### config.mk
export PLATFORM = sky130hd
export DESIGN_NAME = usb_device_state_control
export DESIGN_NICKNAME = d
export VERILOG_FILES = /design/src/hw/usb_dev_ctrl_pkg.sv /design/src/hw/ep_window_table.sv /design/src/hw/usb_device_state_control.sv
export SDC_FILE = /design/constraint.sdc
export NUM_CORES = 1
export LEC_CHECK = 0
export BUFFER_PORTS_ARGS = -buffer_cell sky130_fd_sc_hd__buf_2
export CAP_MARGIN = 20
export CORE_UTILIZATION = 29
export DETAILED_ROUTE_END_ITERATION = 10
export PLACE_DENSITY = 0.49
export RECOVER_POWER = 100
export SLEW_MARGIN = 20
export SYNTH_ARGS = -nofsm -noshare
export SYNTH_HDL_FRONTEND = slang
export SYNTH_HIERARCHICAL = 1
export SYNTH_SLANG_ARGS = --single-unit
### constraint.sdc
create_clock -name clk -period 15.78 [get_ports clk]
set_input_delay 0.789 -clock clk [delete_from_list [all_inputs] [get_ports clk]]
set_output_delay 0.789 -clock clk [all_outputs]
set_load 0.02 [all_outputs]
### src/hw/usb_dev_ctrl_pkg.sv
// constants for the usb device state control block
package usb_dev_ctrl_pkg;
  localparam int NUM_EP           = 8;
  localparam int EP_IDX_W         = 3;
  localparam int SIZE_W           = 3;
  localparam int BANK_W           = 2;
  localparam int ADDR_W           = 7;
  localparam int BUF_W            = 16;
  localparam int CLK_MHZ          = 250;
  localparam int SUSPEND_IDLE_MS  = 3;
  localparam int SUSPEND_CYCLES   = SUSPEND_IDLE_MS * 1000 * CLK_MHZ;
  localparam logic [BUF_W-1:0] RAM_BYTES        = 16'h1000;
  localparam logic [BUF_W-1:0] EP0_MAX_BYTES    = 16'h0040;
  localparam logic [BUF_W-1:0] EPN_MAX_BYTES    = 16'h0400;
  localparam logic [BANK_W-1:0] EP0_MAX_BANKS   = 2'h1;
  localparam logic [BANK_W-1:0] EPN_MAX_BANKS   = 2'h3;
  localparam logic [ADDR_W-1:0] DEFAULT_ADDR    = 7'h00;
  localparam logic             DETACH_RST       = 1'b1;
  localparam logic             FREEZE_RST       = 1'b1;
  localparam logic             PIN_SEL_RST      = 1'b1;
  localparam logic             SW_ROLE_RST      = 1'b1;
  localparam logic [1:0]       SPEED_FULL       = 2'h0;
  localparam logic [1:0]       SPEED_HIGH       = 2'h1;
  localparam logic [1:0]       SPEED_LOW        = 2'h2;
  typedef enum logic [1:0] {DEV_RESET, DEV_IDLE, DEV_RUN} dev_state_t;
endpackage

### src/hw/ep_window_table.sv
// per-endpoint buffer window table, registered read
`timescale 1ns/10ps
module ep_window_table #(
  parameter int DEPTH = 8,
  parameter int AW    = 3,
  parameter int DW    = 32
) (
  // clock
  input  wire logic          clk,
  // write port
  input  wire logic          wr_en,
  input  wire logic [AW-1:0] wr_addr,
  input  wire logic [DW-1:0] wr_data,
  // read port
  input  wire logic [AW-1:0] rd_addr,
  output logic      [DW-1:0] rd_data
);
  logic [DW-1:0] mem [DEPTH];

  always_ff @(posedge clk) begin
    if (wr_en) begin
      mem[wr_addr] <= wr_data;
    end
  end

  always_ff @(posedge clk) begin
    rd_data <= mem[rd_addr];
  end
endmodule

### src/hw/usb_device_state_control.sv
// device-side state core of the usb controller
`timescale 1ns/10ps
module usb_device_state_control
  import usb_dev_ctrl_pkg::*;
#(
  parameter int SUSPEND_COUNT = usb_dev_ctrl_pkg::SUSPEND_CYCLES
) (
  // clock and reset
  input  wire logic                                       clk,
  input  wire logic                                       srst,
  // software control
  input  wire logic                                       ctrl_enable,
  input  wire logic                                       detach_set,
  input  wire logic                                       detach_clr,
  input  wire logic                                       freeze_set,
  input  wire logic                                       freeze_clr,
  input  wire logic                                       role_pin_select,
  input  wire logic                                       software_role_bit,
  input  wire logic                                       flag_clr_vbus,
  input  wire logic                                       flag_clr_id,
  input  wire logic                                       flag_clr_end_of_bus_reset_flag,
  input  wire logic                                       flag_clr_suspend_flag,
  input  wire logic                                       flag_clr_wake,
  // address setup
  input  wire logic                                       addr_wr,
  input  wire logic [usb_dev_ctrl_pkg::ADDR_W-1:0]        addr_wdata,
  input  wire logic                                       addr_en_wdata,
  // endpoint configuration write
  input  wire logic                                       ep_cfg_wr,
  input  wire logic [usb_dev_ctrl_pkg::EP_IDX_W-1:0]      ep_cfg_idx,
  input  wire logic [usb_dev_ctrl_pkg::SIZE_W-1:0]        ep_size_code,
  input  wire logic [usb_dev_ctrl_pkg::BANK_W-1:0]        ep_bank_count,
  input  wire logic                                       ep_allocate_bit,
  input  wire logic [usb_dev_ctrl_pkg::NUM_EP-1:0]        endpoint_enable_bit,
  input  wire logic [usb_dev_ctrl_pkg::NUM_EP-1:0]        endpoint_reset_bit,
  input  wire logic [usb_dev_ctrl_pkg::NUM_EP-1:0]        toggle_reset_set_bit,
  input  wire logic [usb_dev_ctrl_pkg::NUM_EP-1:0]        ep_toggle_flip,
  // bus line events from the serial engine
  input  wire logic                                       line_idle,
  input  wire logic                                       line_bus_reset,
  input  wire logic                                       host_hs_capable,
  input  wire logic                                       low_speed_sel,
  input  wire logic                                       token_valid,
  input  wire logic [usb_dev_ctrl_pkg::ADDR_W-1:0]        token_addr,
  input  wire logic [usb_dev_ctrl_pkg::EP_IDX_W-1:0]      token_ep,
  // analog comparators and id pin
  input  wire logic                                       session_valid,
  input  wire logic                                       bus_level_ok,
  input  wire logic                                       role_id_pin,
  // status
  output logic                                            bus_voltage_status,
  output logic                                            role_id_status,
  output logic                                            bus_voltage_change_flag,
  output logic                                            role_pin_change_flag,
  output logic                                            suspend_flag,
  output logic                                            wake_flag,
  output logic                                            end_of_bus_reset_flag,
  output logic [1:0]                                      speed_status,
  output logic                                            usb_clock_freeze,
  output logic                                            device_active,
  output logic [usb_dev_ctrl_pkg::ADDR_W-1:0]             device_address_field,
  output logic                                            address_enable,
  output logic                                            token_accept,
  output logic [usb_dev_ctrl_pkg::NUM_EP-1:0]             config_ok_flag,
  output logic [usb_dev_ctrl_pkg::NUM_EP-1:0]             ep_active,
  output logic [usb_dev_ctrl_pkg::NUM_EP-1:0]             toggle_sequence_field,
  output logic [usb_dev_ctrl_pkg::BUF_W-1:0]              ep_win_base,
  // pad
  output logic                                            pad_rx_enable,
  output logic                                            pad_pulldown_enable,
  output logic                                            pullup_dp,
  output logic                                            pullup_dm
);
  import usb_dev_ctrl_pkg::*;

  function automatic logic [BUF_W-1:0] ep_bytes(input logic [SIZE_W-1:0] code);
    ep_bytes = BUF_W'(16'h0008 << code);
  endfunction

  function automatic logic [BUF_W-1:0] window_bytes(input logic [SIZE_W-1:0] code,
                                                    input logic [BANK_W-1:0] banks);
    window_bytes = BUF_W'(ep_bytes(code) * banks);
  endfunction

  // three-stage synchronisers
  logic [2:0] sess_sync_reg, bvalid_sync_reg, id_sync_reg;
  always_ff @(posedge clk) begin
    sess_sync_reg   <= {sess_sync_reg[1:0], session_valid};
    bvalid_sync_reg <= {bvalid_sync_reg[1:0], bus_level_ok};
    id_sync_reg     <= {id_sync_reg[1:0], role_id_pin};
  end

  // stage 2 and 3 must agree; keeps a glitch from making two flags
  logic sess_ok_reg, bvalid_ok_reg, id_ok_reg;
  always_ff @(posedge clk) begin
    if (srst) begin
      sess_ok_reg   <= 1'b0;
      bvalid_ok_reg <= 1'b0;
      id_ok_reg     <= 1'b1;
    end else begin
      if (sess_sync_reg[1] == sess_sync_reg[2])     sess_ok_reg   <= sess_sync_reg[2];
      if (bvalid_sync_reg[1] == bvalid_sync_reg[2]) bvalid_ok_reg <= bvalid_sync_reg[2];
      if (id_sync_reg[1] == id_sync_reg[2])         id_ok_reg     <= id_sync_reg[2];
    end
  end

  // role and bus voltage status, live whether enabled or not
  logic role_next, vbus_next;
  always_comb begin
    role_next = role_pin_select ? id_ok_reg : software_role_bit;
    if (role_id_status) begin
      vbus_next = sess_ok_reg;
    end else if (bvalid_ok_reg) begin
      vbus_next = 1'b1;
    end else if (!sess_ok_reg) begin
      vbus_next = 1'b0;
    end else begin
      vbus_next = bus_voltage_status;
    end
  end

  always_ff @(posedge clk) begin
    if (srst) begin
      role_id_status          <= SW_ROLE_RST;
      bus_voltage_status      <= 1'b0;
      role_pin_change_flag    <= 1'b0;
      bus_voltage_change_flag <= 1'b0;
    end else begin
      role_id_status     <= role_next;
      bus_voltage_status <= vbus_next;
      // set wins over clear
      if (role_next != role_id_status) role_pin_change_flag <= 1'b1;
      else if (flag_clr_id)            role_pin_change_flag <= 1'b0;
      if (vbus_next != bus_voltage_status) bus_voltage_change_flag <= 1'b1;
      else if (flag_clr_vbus)              bus_voltage_change_flag <= 1'b0;
    end
  end

  // device mode state
  logic       detach_reg;
  dev_state_t state_reg;
  logic       dev_on;
  assign dev_on = ctrl_enable && role_id_status;
  always_ff @(posedge clk) begin
    if (srst) begin
      state_reg <= DEV_RESET;
    end else begin
      case (state_reg)
        DEV_RESET: if (dev_on) state_reg <= DEV_IDLE;
        DEV_IDLE:  if (!dev_on) state_reg <= DEV_RESET;
                   else if (!detach_reg && bus_voltage_status) state_reg <= DEV_RUN;
        DEV_RUN:   if (!dev_on) state_reg <= DEV_RESET;
                   else if (detach_reg) state_reg <= DEV_IDLE;
        default:   state_reg <= DEV_RESET;
      endcase
    end
  end

  // detach and clock freeze controls
  always_ff @(posedge clk) begin
    if (srst) begin
      detach_reg       <= DETACH_RST;
      usb_clock_freeze <= FREEZE_RST;
    end else begin
      if (detach_set)      detach_reg <= 1'b1;
      else if (detach_clr) detach_reg <= 1'b0;
      if (freeze_set)      usb_clock_freeze <= 1'b1;
      else if (freeze_clr) usb_clock_freeze <= 1'b0;
    end
  end

  logic dev_reset;
  assign dev_reset = (state_reg == DEV_RESET);

  // bus reset tracking and speed choice
  logic bus_reset_d_reg;
  always_ff @(posedge clk) begin
    if (srst || dev_reset) begin
      bus_reset_d_reg       <= 1'b0;
      end_of_bus_reset_flag <= 1'b0;
      speed_status          <= SPEED_FULL;
    end else begin
      bus_reset_d_reg <= line_bus_reset;
      if (line_bus_reset) begin
        speed_status <= low_speed_sel ? SPEED_LOW : (host_hs_capable ? SPEED_HIGH : SPEED_FULL);
      end
      if (bus_reset_d_reg && !line_bus_reset) end_of_bus_reset_flag <= 1'b1;
      else if (flag_clr_end_of_bus_reset_flag)                end_of_bus_reset_flag <= 1'b0;
    end
  end

  // idle timer and suspend / wake flags
  logic [$clog2(SUSPEND_COUNT+1)-1:0] idle_cnt_reg;
  logic                               suspend_flag_hit;
  assign suspend_flag_hit = (state_reg == DEV_RUN) && line_idle && !suspend_flag &&
                    (idle_cnt_reg == ($bits(idle_cnt_reg))'(SUSPEND_COUNT - 1));
  always_ff @(posedge clk) begin
    if (srst || !line_idle || state_reg != DEV_RUN) begin
      idle_cnt_reg <= '0;
    end else if (idle_cnt_reg != ($bits(idle_cnt_reg))'(SUSPEND_COUNT - 1)) begin
      idle_cnt_reg <= idle_cnt_reg + 1'b1;
    end
  end

  // wake comes from the idle to non-idle edge, suspended or not
  logic line_idle_d_reg;
  always_ff @(posedge clk) begin
    line_idle_d_reg <= srst ? 1'b0 : line_idle;
  end

  logic activity;
  assign activity = (state_reg == DEV_RUN) && !line_idle && line_idle_d_reg;
  always_ff @(posedge clk) begin
    if (srst || dev_reset) begin
      suspend_flag <= 1'b0;
      wake_flag    <= 1'b0;
    end else if (suspend_flag_hit) begin
      suspend_flag <= 1'b1;
      wake_flag    <= 1'b0;
    end else if (activity) begin
      wake_flag    <= 1'b1;
      suspend_flag <= 1'b0;
    end else begin
      if (flag_clr_suspend_flag) suspend_flag <= 1'b0;
      if (flag_clr_wake) wake_flag    <= 1'b0;
    end
  end

  // pad control
  logic pad_active;
  assign pad_active = (state_reg == DEV_RUN) && !suspend_flag;
  always_ff @(posedge clk) begin
    if (srst) begin
      pad_rx_enable       <= 1'b0;
      pad_pulldown_enable <= 1'b1;
      device_active       <= 1'b0;
      pullup_dp           <= 1'b0;
      pullup_dm           <= 1'b0;
    end else begin
      pad_rx_enable       <= pad_active;
      pad_pulldown_enable <= !pad_active;
      device_active       <= (state_reg == DEV_RUN);
      pullup_dp <= (state_reg == DEV_RUN) && !low_speed_sel;
      pullup_dm <= (state_reg == DEV_RUN) && low_speed_sel;
    end
  end

  // address setup and filter
  always_ff @(posedge clk) begin
    if (srst || dev_reset || line_bus_reset) begin
      device_address_field <= DEFAULT_ADDR;
      address_enable       <= 1'b0;
    end else if (addr_wr) begin
      device_address_field <= addr_wdata;
      address_enable       <= addr_en_wdata;
    end
  end

  logic [ADDR_W-1:0] live_addr;
  assign live_addr = address_enable ? device_address_field : DEFAULT_ADDR;
  always_ff @(posedge clk) begin
    if (srst) begin
      token_accept <= 1'b0;
    end else begin
      token_accept <= token_valid && (token_addr == live_addr) && (state_reg == DEV_RUN) &&
                      ep_active[token_ep];
    end
  end

  // endpoint configuration and allocation
  logic [SIZE_W-1:0] size_reg  [NUM_EP];
  logic [BANK_W-1:0] banks_reg [NUM_EP];
  logic [NUM_EP-1:0] allocate_bit_reg;
  logic [NUM_EP-1:0] ep_en_reg;
  logic              cfg_fits;
  logic [BUF_W-1:0]  max_bytes;
  logic [BANK_W-1:0] max_banks;
  always_comb begin
    max_bytes = (ep_cfg_idx == '0) ? EP0_MAX_BYTES : EPN_MAX_BYTES;
    max_banks = (ep_cfg_idx == '0) ? EP0_MAX_BANKS : EPN_MAX_BANKS;
    // overlap between windows is deliberately not checked
    cfg_fits  = (ep_bytes(ep_size_code) <= max_bytes) && (ep_bank_count != '0) &&
                (ep_bank_count <= max_banks) &&
                (window_bytes(ep_size_code, ep_bank_count) <= RAM_BYTES);
  end

  always_ff @(posedge clk) begin
    if (srst || dev_reset) begin
      allocate_bit_reg      <= '0;
      config_ok_flag <= '0;
      for (int i = 0; i < NUM_EP; i++) begin
        size_reg[i]  <= '0;
        banks_reg[i] <= '0;
      end
    end else if (ep_cfg_wr) begin
      size_reg[ep_cfg_idx]       <= ep_size_code;
      banks_reg[ep_cfg_idx]      <= ep_bank_count;
      allocate_bit_reg[ep_cfg_idx]      <= ep_allocate_bit;
      config_ok_flag[ep_cfg_idx] <= ep_allocate_bit && cfg_fits;
    end
  end

  // window base of each endpoint: sum of lower allocated and enabled windows only
  logic [BUF_W-1:0] base_calc;
  logic             tbl_wr_reg;
  logic [EP_IDX_W-1:0] tbl_idx_reg;
  always_comb begin
    base_calc = '0;
    for (int i = 0; i < NUM_EP; i++) begin
      if (i < int'(tbl_idx_reg) && allocate_bit_reg[i] && ep_en_reg[i]) begin
        base_calc = BUF_W'(base_calc + window_bytes(size_reg[i], banks_reg[i]));
      end
    end
  end

  // table rewritten round robin; buffer contents themselves never touched
  always_ff @(posedge clk) begin
    if (srst) begin
      tbl_idx_reg <= '0;
      tbl_wr_reg  <= 1'b0;
    end else begin
      tbl_idx_reg <= tbl_idx_reg + 1'b1;
      tbl_wr_reg  <= 1'b1;
    end
  end

  logic [31:0] win_rd;
  ep_window_table #(.DEPTH(NUM_EP), .AW(EP_IDX_W), .DW(32)) u_win (
    .clk     (clk),
    .wr_en   (tbl_wr_reg),
    .wr_addr (tbl_idx_reg),
    .wr_data ({16'h0000, base_calc}),
    .rd_addr (token_ep),
    .rd_data (win_rd)
  );
  always_ff @(posedge clk) begin
    ep_win_base <= srst ? '0 : win_rd[BUF_W-1:0];
  end

  // endpoint enable, activity and data toggle
  always_ff @(posedge clk) begin
    if (srst || dev_reset) begin
      ep_en_reg             <= '0;
      ep_active             <= '0;
      toggle_sequence_field <= '0;
    end else begin
      for (int i = 0; i < NUM_EP; i++) begin
        if (line_bus_reset && i != 0) begin
          ep_en_reg[i] <= 1'b0;
        end else begin
          ep_en_reg[i] <= endpoint_enable_bit[i];
        end
        ep_active[i] <= ep_en_reg[i] && config_ok_flag[i] && !endpoint_reset_bit[i] &&
                        !(line_bus_reset && i == 0);
        if (!ep_en_reg[i] || toggle_reset_set_bit[i] || (line_bus_reset && i == 0)) begin
          toggle_sequence_field[i] <= 1'b0;
        end else if (ep_toggle_flip[i] && ep_active[i]) begin
          toggle_sequence_field[i] <= ~toggle_sequence_field[i]; // held reset keeps toggle
        end
      end
    end
  end

  // assertions
  AST_SUSPEND_FLAG_CLEARS_WAKE: assert property (@(posedge clk) disable iff (srst)
    suspend_flag_hit |=> suspend_flag && !wake_flag) else $error("suspend did not clear wake");
  AST_PAD_IDLE_DETACH: assert property (@(posedge clk) disable iff (srst)
    detach_reg |-> ##2 !pad_rx_enable || !detach_reg) else $error("pad active while detached");
  AST_PULLDOWN_IDLE: assert property (@(posedge clk) disable iff (srst)
    pad_pulldown_enable == !pad_rx_enable) else $error("pull-down and receiver disagree");
  AST_VBUS_FLAG: assert property (@(posedge clk) disable iff (srst)
    $changed(bus_voltage_status) |-> bus_voltage_change_flag) else $error("vbus change without flag");
  AST_ID_FLAG: assert property (@(posedge clk) disable iff (srst)
    $changed(role_id_status) |-> role_pin_change_flag) else $error("id change without flag");
  AST_DEV_VBUS: assert property (@(posedge clk) disable iff (srst)
    role_id_status && $stable(role_id_status) |=> bus_voltage_status == $past(sess_ok_reg))
    else $error("device vbus not following session valid");
  AST_ADDR_CLR: assert property (@(posedge clk) disable iff (srst)
    line_bus_reset |=> device_address_field == DEFAULT_ADDR && !address_enable)
    else $error("address not cleared by bus reset");
  AST_EP_DISABLED: assert property (@(posedge clk) disable iff (srst)
    !ep_en_reg[1] |=> !ep_active[1] && !toggle_sequence_field[1]) else $error("disabled endpoint active");
  AST_PULLUP_GATED: assert property (@(posedge clk) disable iff (srst)
    (pullup_dp || pullup_dm) |-> $past(state_reg == DEV_RUN)) else $error("pull-up while detached");
  AST_TOGGLE_RESET: assert property (@(posedge clk) disable iff (srst)
    toggle_reset_set_bit[2] |=> !toggle_sequence_field[2]) else $error("toggle reset ignored");
endmodule

==> out/qor.yml, run 1 <==
status: "finished with violations"
violations: "design-rule violations, max-capacitance violations, max-slew violations"
hold_viol: 0
grt_max_degree: 36
r2r_slack_ns: 3.74
diodes: 0
grt_pass1_wl_um: 64400
path_buf_inv: 8
post_cts_buffers: 0
synth-warning-count: 6
place_ws_ns: 3.78
drt-total-wl_um: 40200
gr-usage-all-layers_pct: 13.7
grt_pass1_vias: 11800
rsz0062_at_grt: "no"
vias: 11852
slowest_delay_ns: 0.56
worst_pin_slew_ns: 2.89
drt-pass1-iter-count: 10
placementRows: 88
syn_area_sq_um: 16900
rr_startpoint: "size_reg[0][2]$_SDFFCE_PN0P_"
hp-class: "reg -> reg"
vias_per_cell: 4.69
core-area_sq_um: 57600
largest_register_ff_count: 128
place.gp.congestion: 0.809
design_area_sq_um: 19500
postSynthCellCount: 1569
antenna_found_initial: 0
r2r-end: "u_win/mem[2][13]$_DFFE_PP_"
endpoint: "u_win/mem[2][13]$_DFFE_PP_"
wire_per_inst_um: 15.9
r2r_cells: 52
cp.required_ns: 16.01
min_path_cells: 0
crit_top_cell: "inv_1"
power_density_nw_per_um2: 88.8
cp-start-kind: "register"
cts-htree-levels: 2
port_buffers: 146
dp_hpwl_um: 30100
fin_ws_ns: 3.74
post-route-period-util_pct: 76.3
tritoncts: "done"
end_kind: "register"
cts_sinks: 299
finalSetupTns_ns: 0
dieWidth_um: 243
ant_nets: 0
overflow: 0
avgSynthCellArea_sq_um: 10.8
vdd_drop_max_mv: 0.0718
area_growth_pct: 15.6
cts_buffer_depth: 3
worstSetupPathType: "reg -> reg"
finalClockSkew_ns: 0.0215
initial_core_util_pct: 29.3
fin_crit_ns: 12.04
die-area_sq_um: 59100
arrival_ns: 12.27
drcViolationCount: 1
cts_buffers: 36
max_freq_ghz: 0.0831
path_depth: 52
leakage_nw: 8.02
die_y_um: 243
max_slew_margin_pct: -92.5
cts_hold_buf: 0
drt_iter0_markers: 512
cap_violations: 2
place_area_sq_um: 18500
crit_slowest_cell: "xnor2_1"
finalSetupViolations: 0
layout.nets: 1954
ios: 147
final_layout_size_suffix_gt1_share_pct: 10.8
worstSkewPairLatency_ns: 0.54
cp_max_fo: 8
crit_family: "adder cells"
clkTransAtPathRegs_ns: 0.06
cts_resized: 0
root_buffer: "clkbuf_16"
crit_start: "size_reg[0][2]$_SDFFCE_PN0P_"
drv_slew: 71
how the worst min path moves through the flow:
stage	start	to	slack (ns)
2_1_floorplan	bvalid_sync_reg[0]$_DFF_P_	bvalid_sync_reg[1]$_DFF_P_	0.31
3_3_place_gp	id_sync_reg[0]$_DFF_P_	id_sync_reg[1]$_DFF_P_	0.31
3_5_place_dp	bvalid_sync_reg[0]$_DFF_P_	bvalid_sync_reg[1]$_DFF_P_	0.31
4_1_cts	session_valid	sess_sync_reg[0]$_DFF_P_	0.32
5_1_grt	id_sync_reg[0]$_DFF_P_	id_sync_reg[1]$_DFF_P_	0.32
6_report	id_sync_reg[0]$_DFF_P_	id_sync_reg[1]$_DFF_P_	0.32
area by class of cell:
cell class | instances | area, sq um
repair buffers | 161 | 717
fillers | 5853 | 38100
well taps | 765 | 957
multi-input cells | 1139 | 8710
clock buffers | 52 | 1020
clock inverters | 13 | 105
inverters | 99 | 372
flip-flops and latches | 299 | 7620
placed cells by master (no fill, tap or decap), drive strengths merged, types with 4 or more instances in the layout:
cell,count
nor2,149
buf,84
clkbuf,129
inv,99
dfxtp,136
xor2,45
nand4,17
nor2b,46
conb,24
mux2,34
fa,50
o21bai,11
a22oi,4
and3,10
nor3b,12
xnor2,37
a21oi,62
o21a,5
ha,85
nand3b,7
a31oi,13
nand2,116
or2,7
a22o,15
nor3,60
a211oi,16
edfxtp,163
o21ai,64
clkinv,11
mux4,34
a21o,21
nand3,52
mux2i,14
nor4,9
nand2b,38
and2,38
and4,4
report_power, final:
group / switching, mW / internal [mW] / leakage [nW] / total [mW]
logic: 0.0534 / 0.0364 / 4.70 / 0.0898
registers: 0.0148 / 0.840 / 2.77 / 0.855
clock network: 0.319 / 0.467 / 0.548 / 0.786
layer usage:
metal / wire, um / global-route usage, % / up-vias / part of all wire, %
li1: - / - / 5908 / -
met1: 19500 / 18.7 / 5660 / 48
met2: 18400 / 22.3 / 236 / 46
met3: 1580 / 2.42 / 48 / 3.9
met4: 746 / 3.85 / 0 / 1.9
met5: 0 / 0 / - / 0
metrics by stage:
step | power (mW) | util, % | instances | hold WS (ns)
after CTS | 1.76 | 34.1 | 2528 | 0.316
after floorplan | 0.926 | - | 1592 | 0.310
after global placement | 0.962 | 32.1 | 2463 | 0.311
final | 1.73 | 33.9 | 2528 | 0.319
after global routing | 1.80 | 33.9 | 2528 | 0.322
after detailed placement | 0.964 | 32.1 | 2463 | 0.314
Note: power is estimated with default switching activity, not from simulation.
==> run 2: changes to the inputs <==
Clock period 15.78 ns to 11.9 ns, I/O delays scaled along.
==> out/qor.yml, run 2 (synthesized netlist as in run 1, its figures left out) <==
cp_max_fo: 8
placementRows: 88
worst_pin_slew_ns: 2.86
cts_buffers: 34
finalNonFillerCells: 2537
grt_max_degree: 36
place_ws_ns: -0.103
multi_input_area_sq_um: 9000
drt_iter0_markers: 471
drt-total-wl_um: 40200
overflow: 0
antenna_found_initial: 0
cts-htree-levels: 2
area_growth_pct: 17.4
p_switching_uw: 501
vias: 11906
grt_pass1_vias: 12110
drcViolationCount: 1
hold_viol: 0
root_buffer: "clkbuf_16"
gr-usage-all-layers_pct: 13.7
fin_crit_ns: 11.20
port_buffers: 146
crit_top_cell: "inv_1"
seq_area_sq_um: 7620
r2r_slack_ns: 0.70
place_inst: 2468
fin_ws_ns: 0.698
sw_frac_of_total_pct: 22.4
leakage_nw: 8.10
die-area_sq_um: 59100
ios: 147
crit_slowest_cell: "edfxtp_1"
end_kind: "register"
dieWidth_um: 243
cap_violations: 2
power_density_nw_per_um2: 113
pwr-share-seq_pct: 50.7
diodes: 0
max_slew_margin_pct: -90.9
dp_hpwl_um: 30100
hp-class: "in -> reg"
post-route-period-util_pct: 94.1
wire_per_inst_um: 15.8
status: "finished with violations"
worstSetupPathType: "reg -> reg"
cts_hold_buf: 0
die_y_um: 243
cp-start-kind: "register"
layout_common_cells: "edfxtp_1 (163), nor2_1 (148), dfxtp_1 (136), nand2_1 (116), inv_1 (98)"
cts_sinks: 299
max_freq_ghz: 0.0893
p_int_mw: 1.73
place.gp.congestion: 0.803
vias_per_cell: 4.69
violations: "design-rule violations, max-capacitance violations, max-slew violations"
worstSkewPairLatency_ns: 0.53
core-area_sq_um: 57600
finalSetupViolations: 0
initial_core_util_pct: 29.3
vdd_drop_max_mv: 0.0894
cts_buffer_depth: 3
arrival_ns: 11.45
layout.nets: 1966
largest_register_ff_count: 128
tritoncts: "done"
cp.required_ns: 12.14
ant_nets: 0
grt_pass1_wl_um: 64400
final_layout_size_suffix_gt1_share_pct: 14.5
nFillCells: 5856
power_frac_clock_pct: 43.8
final_common_cell: "edfxtp_1"
slowest_delay_ns: 0.53
clkTransAtPathRegs_ns: 0.06
drv_slew: 71
finalClockSkew_ns: 0.0195
drt-pass1-iter-count: 8
p_comb_share_pct: 5.5
[run 2: worst max-delay path: cells and delay by family (launching register included)]
kind / cells / cell delay (ns)
buffers and inverters: 8 / 0.46
and+or+nand+nor: 10 / 1.04
DFF: 1 / 0.53
xor gates and xnor gates: 3 / 0.43
AOI/OAI and AO/OA: 14 / 2.35
adders and majority gates: 14 / 5.61
muxes: 2 / 0.51
[run 2: per-layer routing]
layer | share of wire [%] | up-vias | track usage [%]
met1 | 48 | 5679 | 18.2
met2 | 46 | 247 | 22.4
met4 | 2.4 | 0 | 4.57
met5 | 0 | - | 0
li1 | - | 5920 | -
met3 | 4.2 | 60 | 2.45
[run 2: what timing repair did]
item,4_1_cts,5_1_grt
hold endpoints to repair,0,0
setup buffers,0,9
endpoints found under the setup margin,16,48
cloned,0,0
gates resized for setup,5,57
pin swaps,0,10
[run 2: final timing paths]
| kind | from | to | cells after the start |
|---|---|---|---|
| min reg2reg | id_sync_reg[0]$_DFF_P_ | id_sync_reg[1]$_DFF_P_ | 0 |
| min | session_valid | sess_sync_reg[0]$_DFF_P_ | 1 |
| max reg2reg | size_reg[0][0]$_SDFFCE_PN0P_ | u_win/mem[0][15]$_DFFE_PP_ | 51 |
| max | size_reg[0][0]$_SDFFCE_PN0P_ | u_win/mem[0][15]$_DFFE_PP_ | 51 |
[run 2: final cells by class]
cell class | count | area share, %
flip-flops and latches | 299 | 38.5
clock buffers | 46 | 4.84
repair buffers | 175 | 4.15
multi-input cells | 1139 | 45.4
inverters | 99 | 1.88
clock inverters | 14 | 0.379
well taps | 765 | 4.83
[run 2: power by group through the flow]
stage	Combinational, mW	Clock [mW]	Sequential, mW
after global routing	0.137	1.05	1.13
after detailed placement	0.127	0	1.15
after global placement	0.125	0	1.15
after CTS	0.128	1.01	1.13
after floorplan	0.0764	0	1.15
final	0.123	0.977	1.13
[run 2: through the flow]
| stage | cell area (sq um) | TNS (ns) | power, mW | utilization [%] | hold WS (ns) |
|---|---|---|---|---|---|
| finish | 19800 | 0 | 2.23 | 34.4 | 0.157 |
| global route | 19800 | -0.0163 | 2.32 | 34.4 | 0.124 |
| CTS | 19600 | 0 | 2.26 | 34.0 | 0.127 |
| detailed placement | 18500 | -1.04 | 1.28 | 32.2 | 0.317 |
| global placement | 18500 | 0 | 1.28 | 32.2 | 0.312 |
| floorplan | 17000 | 0 | 1.23 | - | 0.310 |
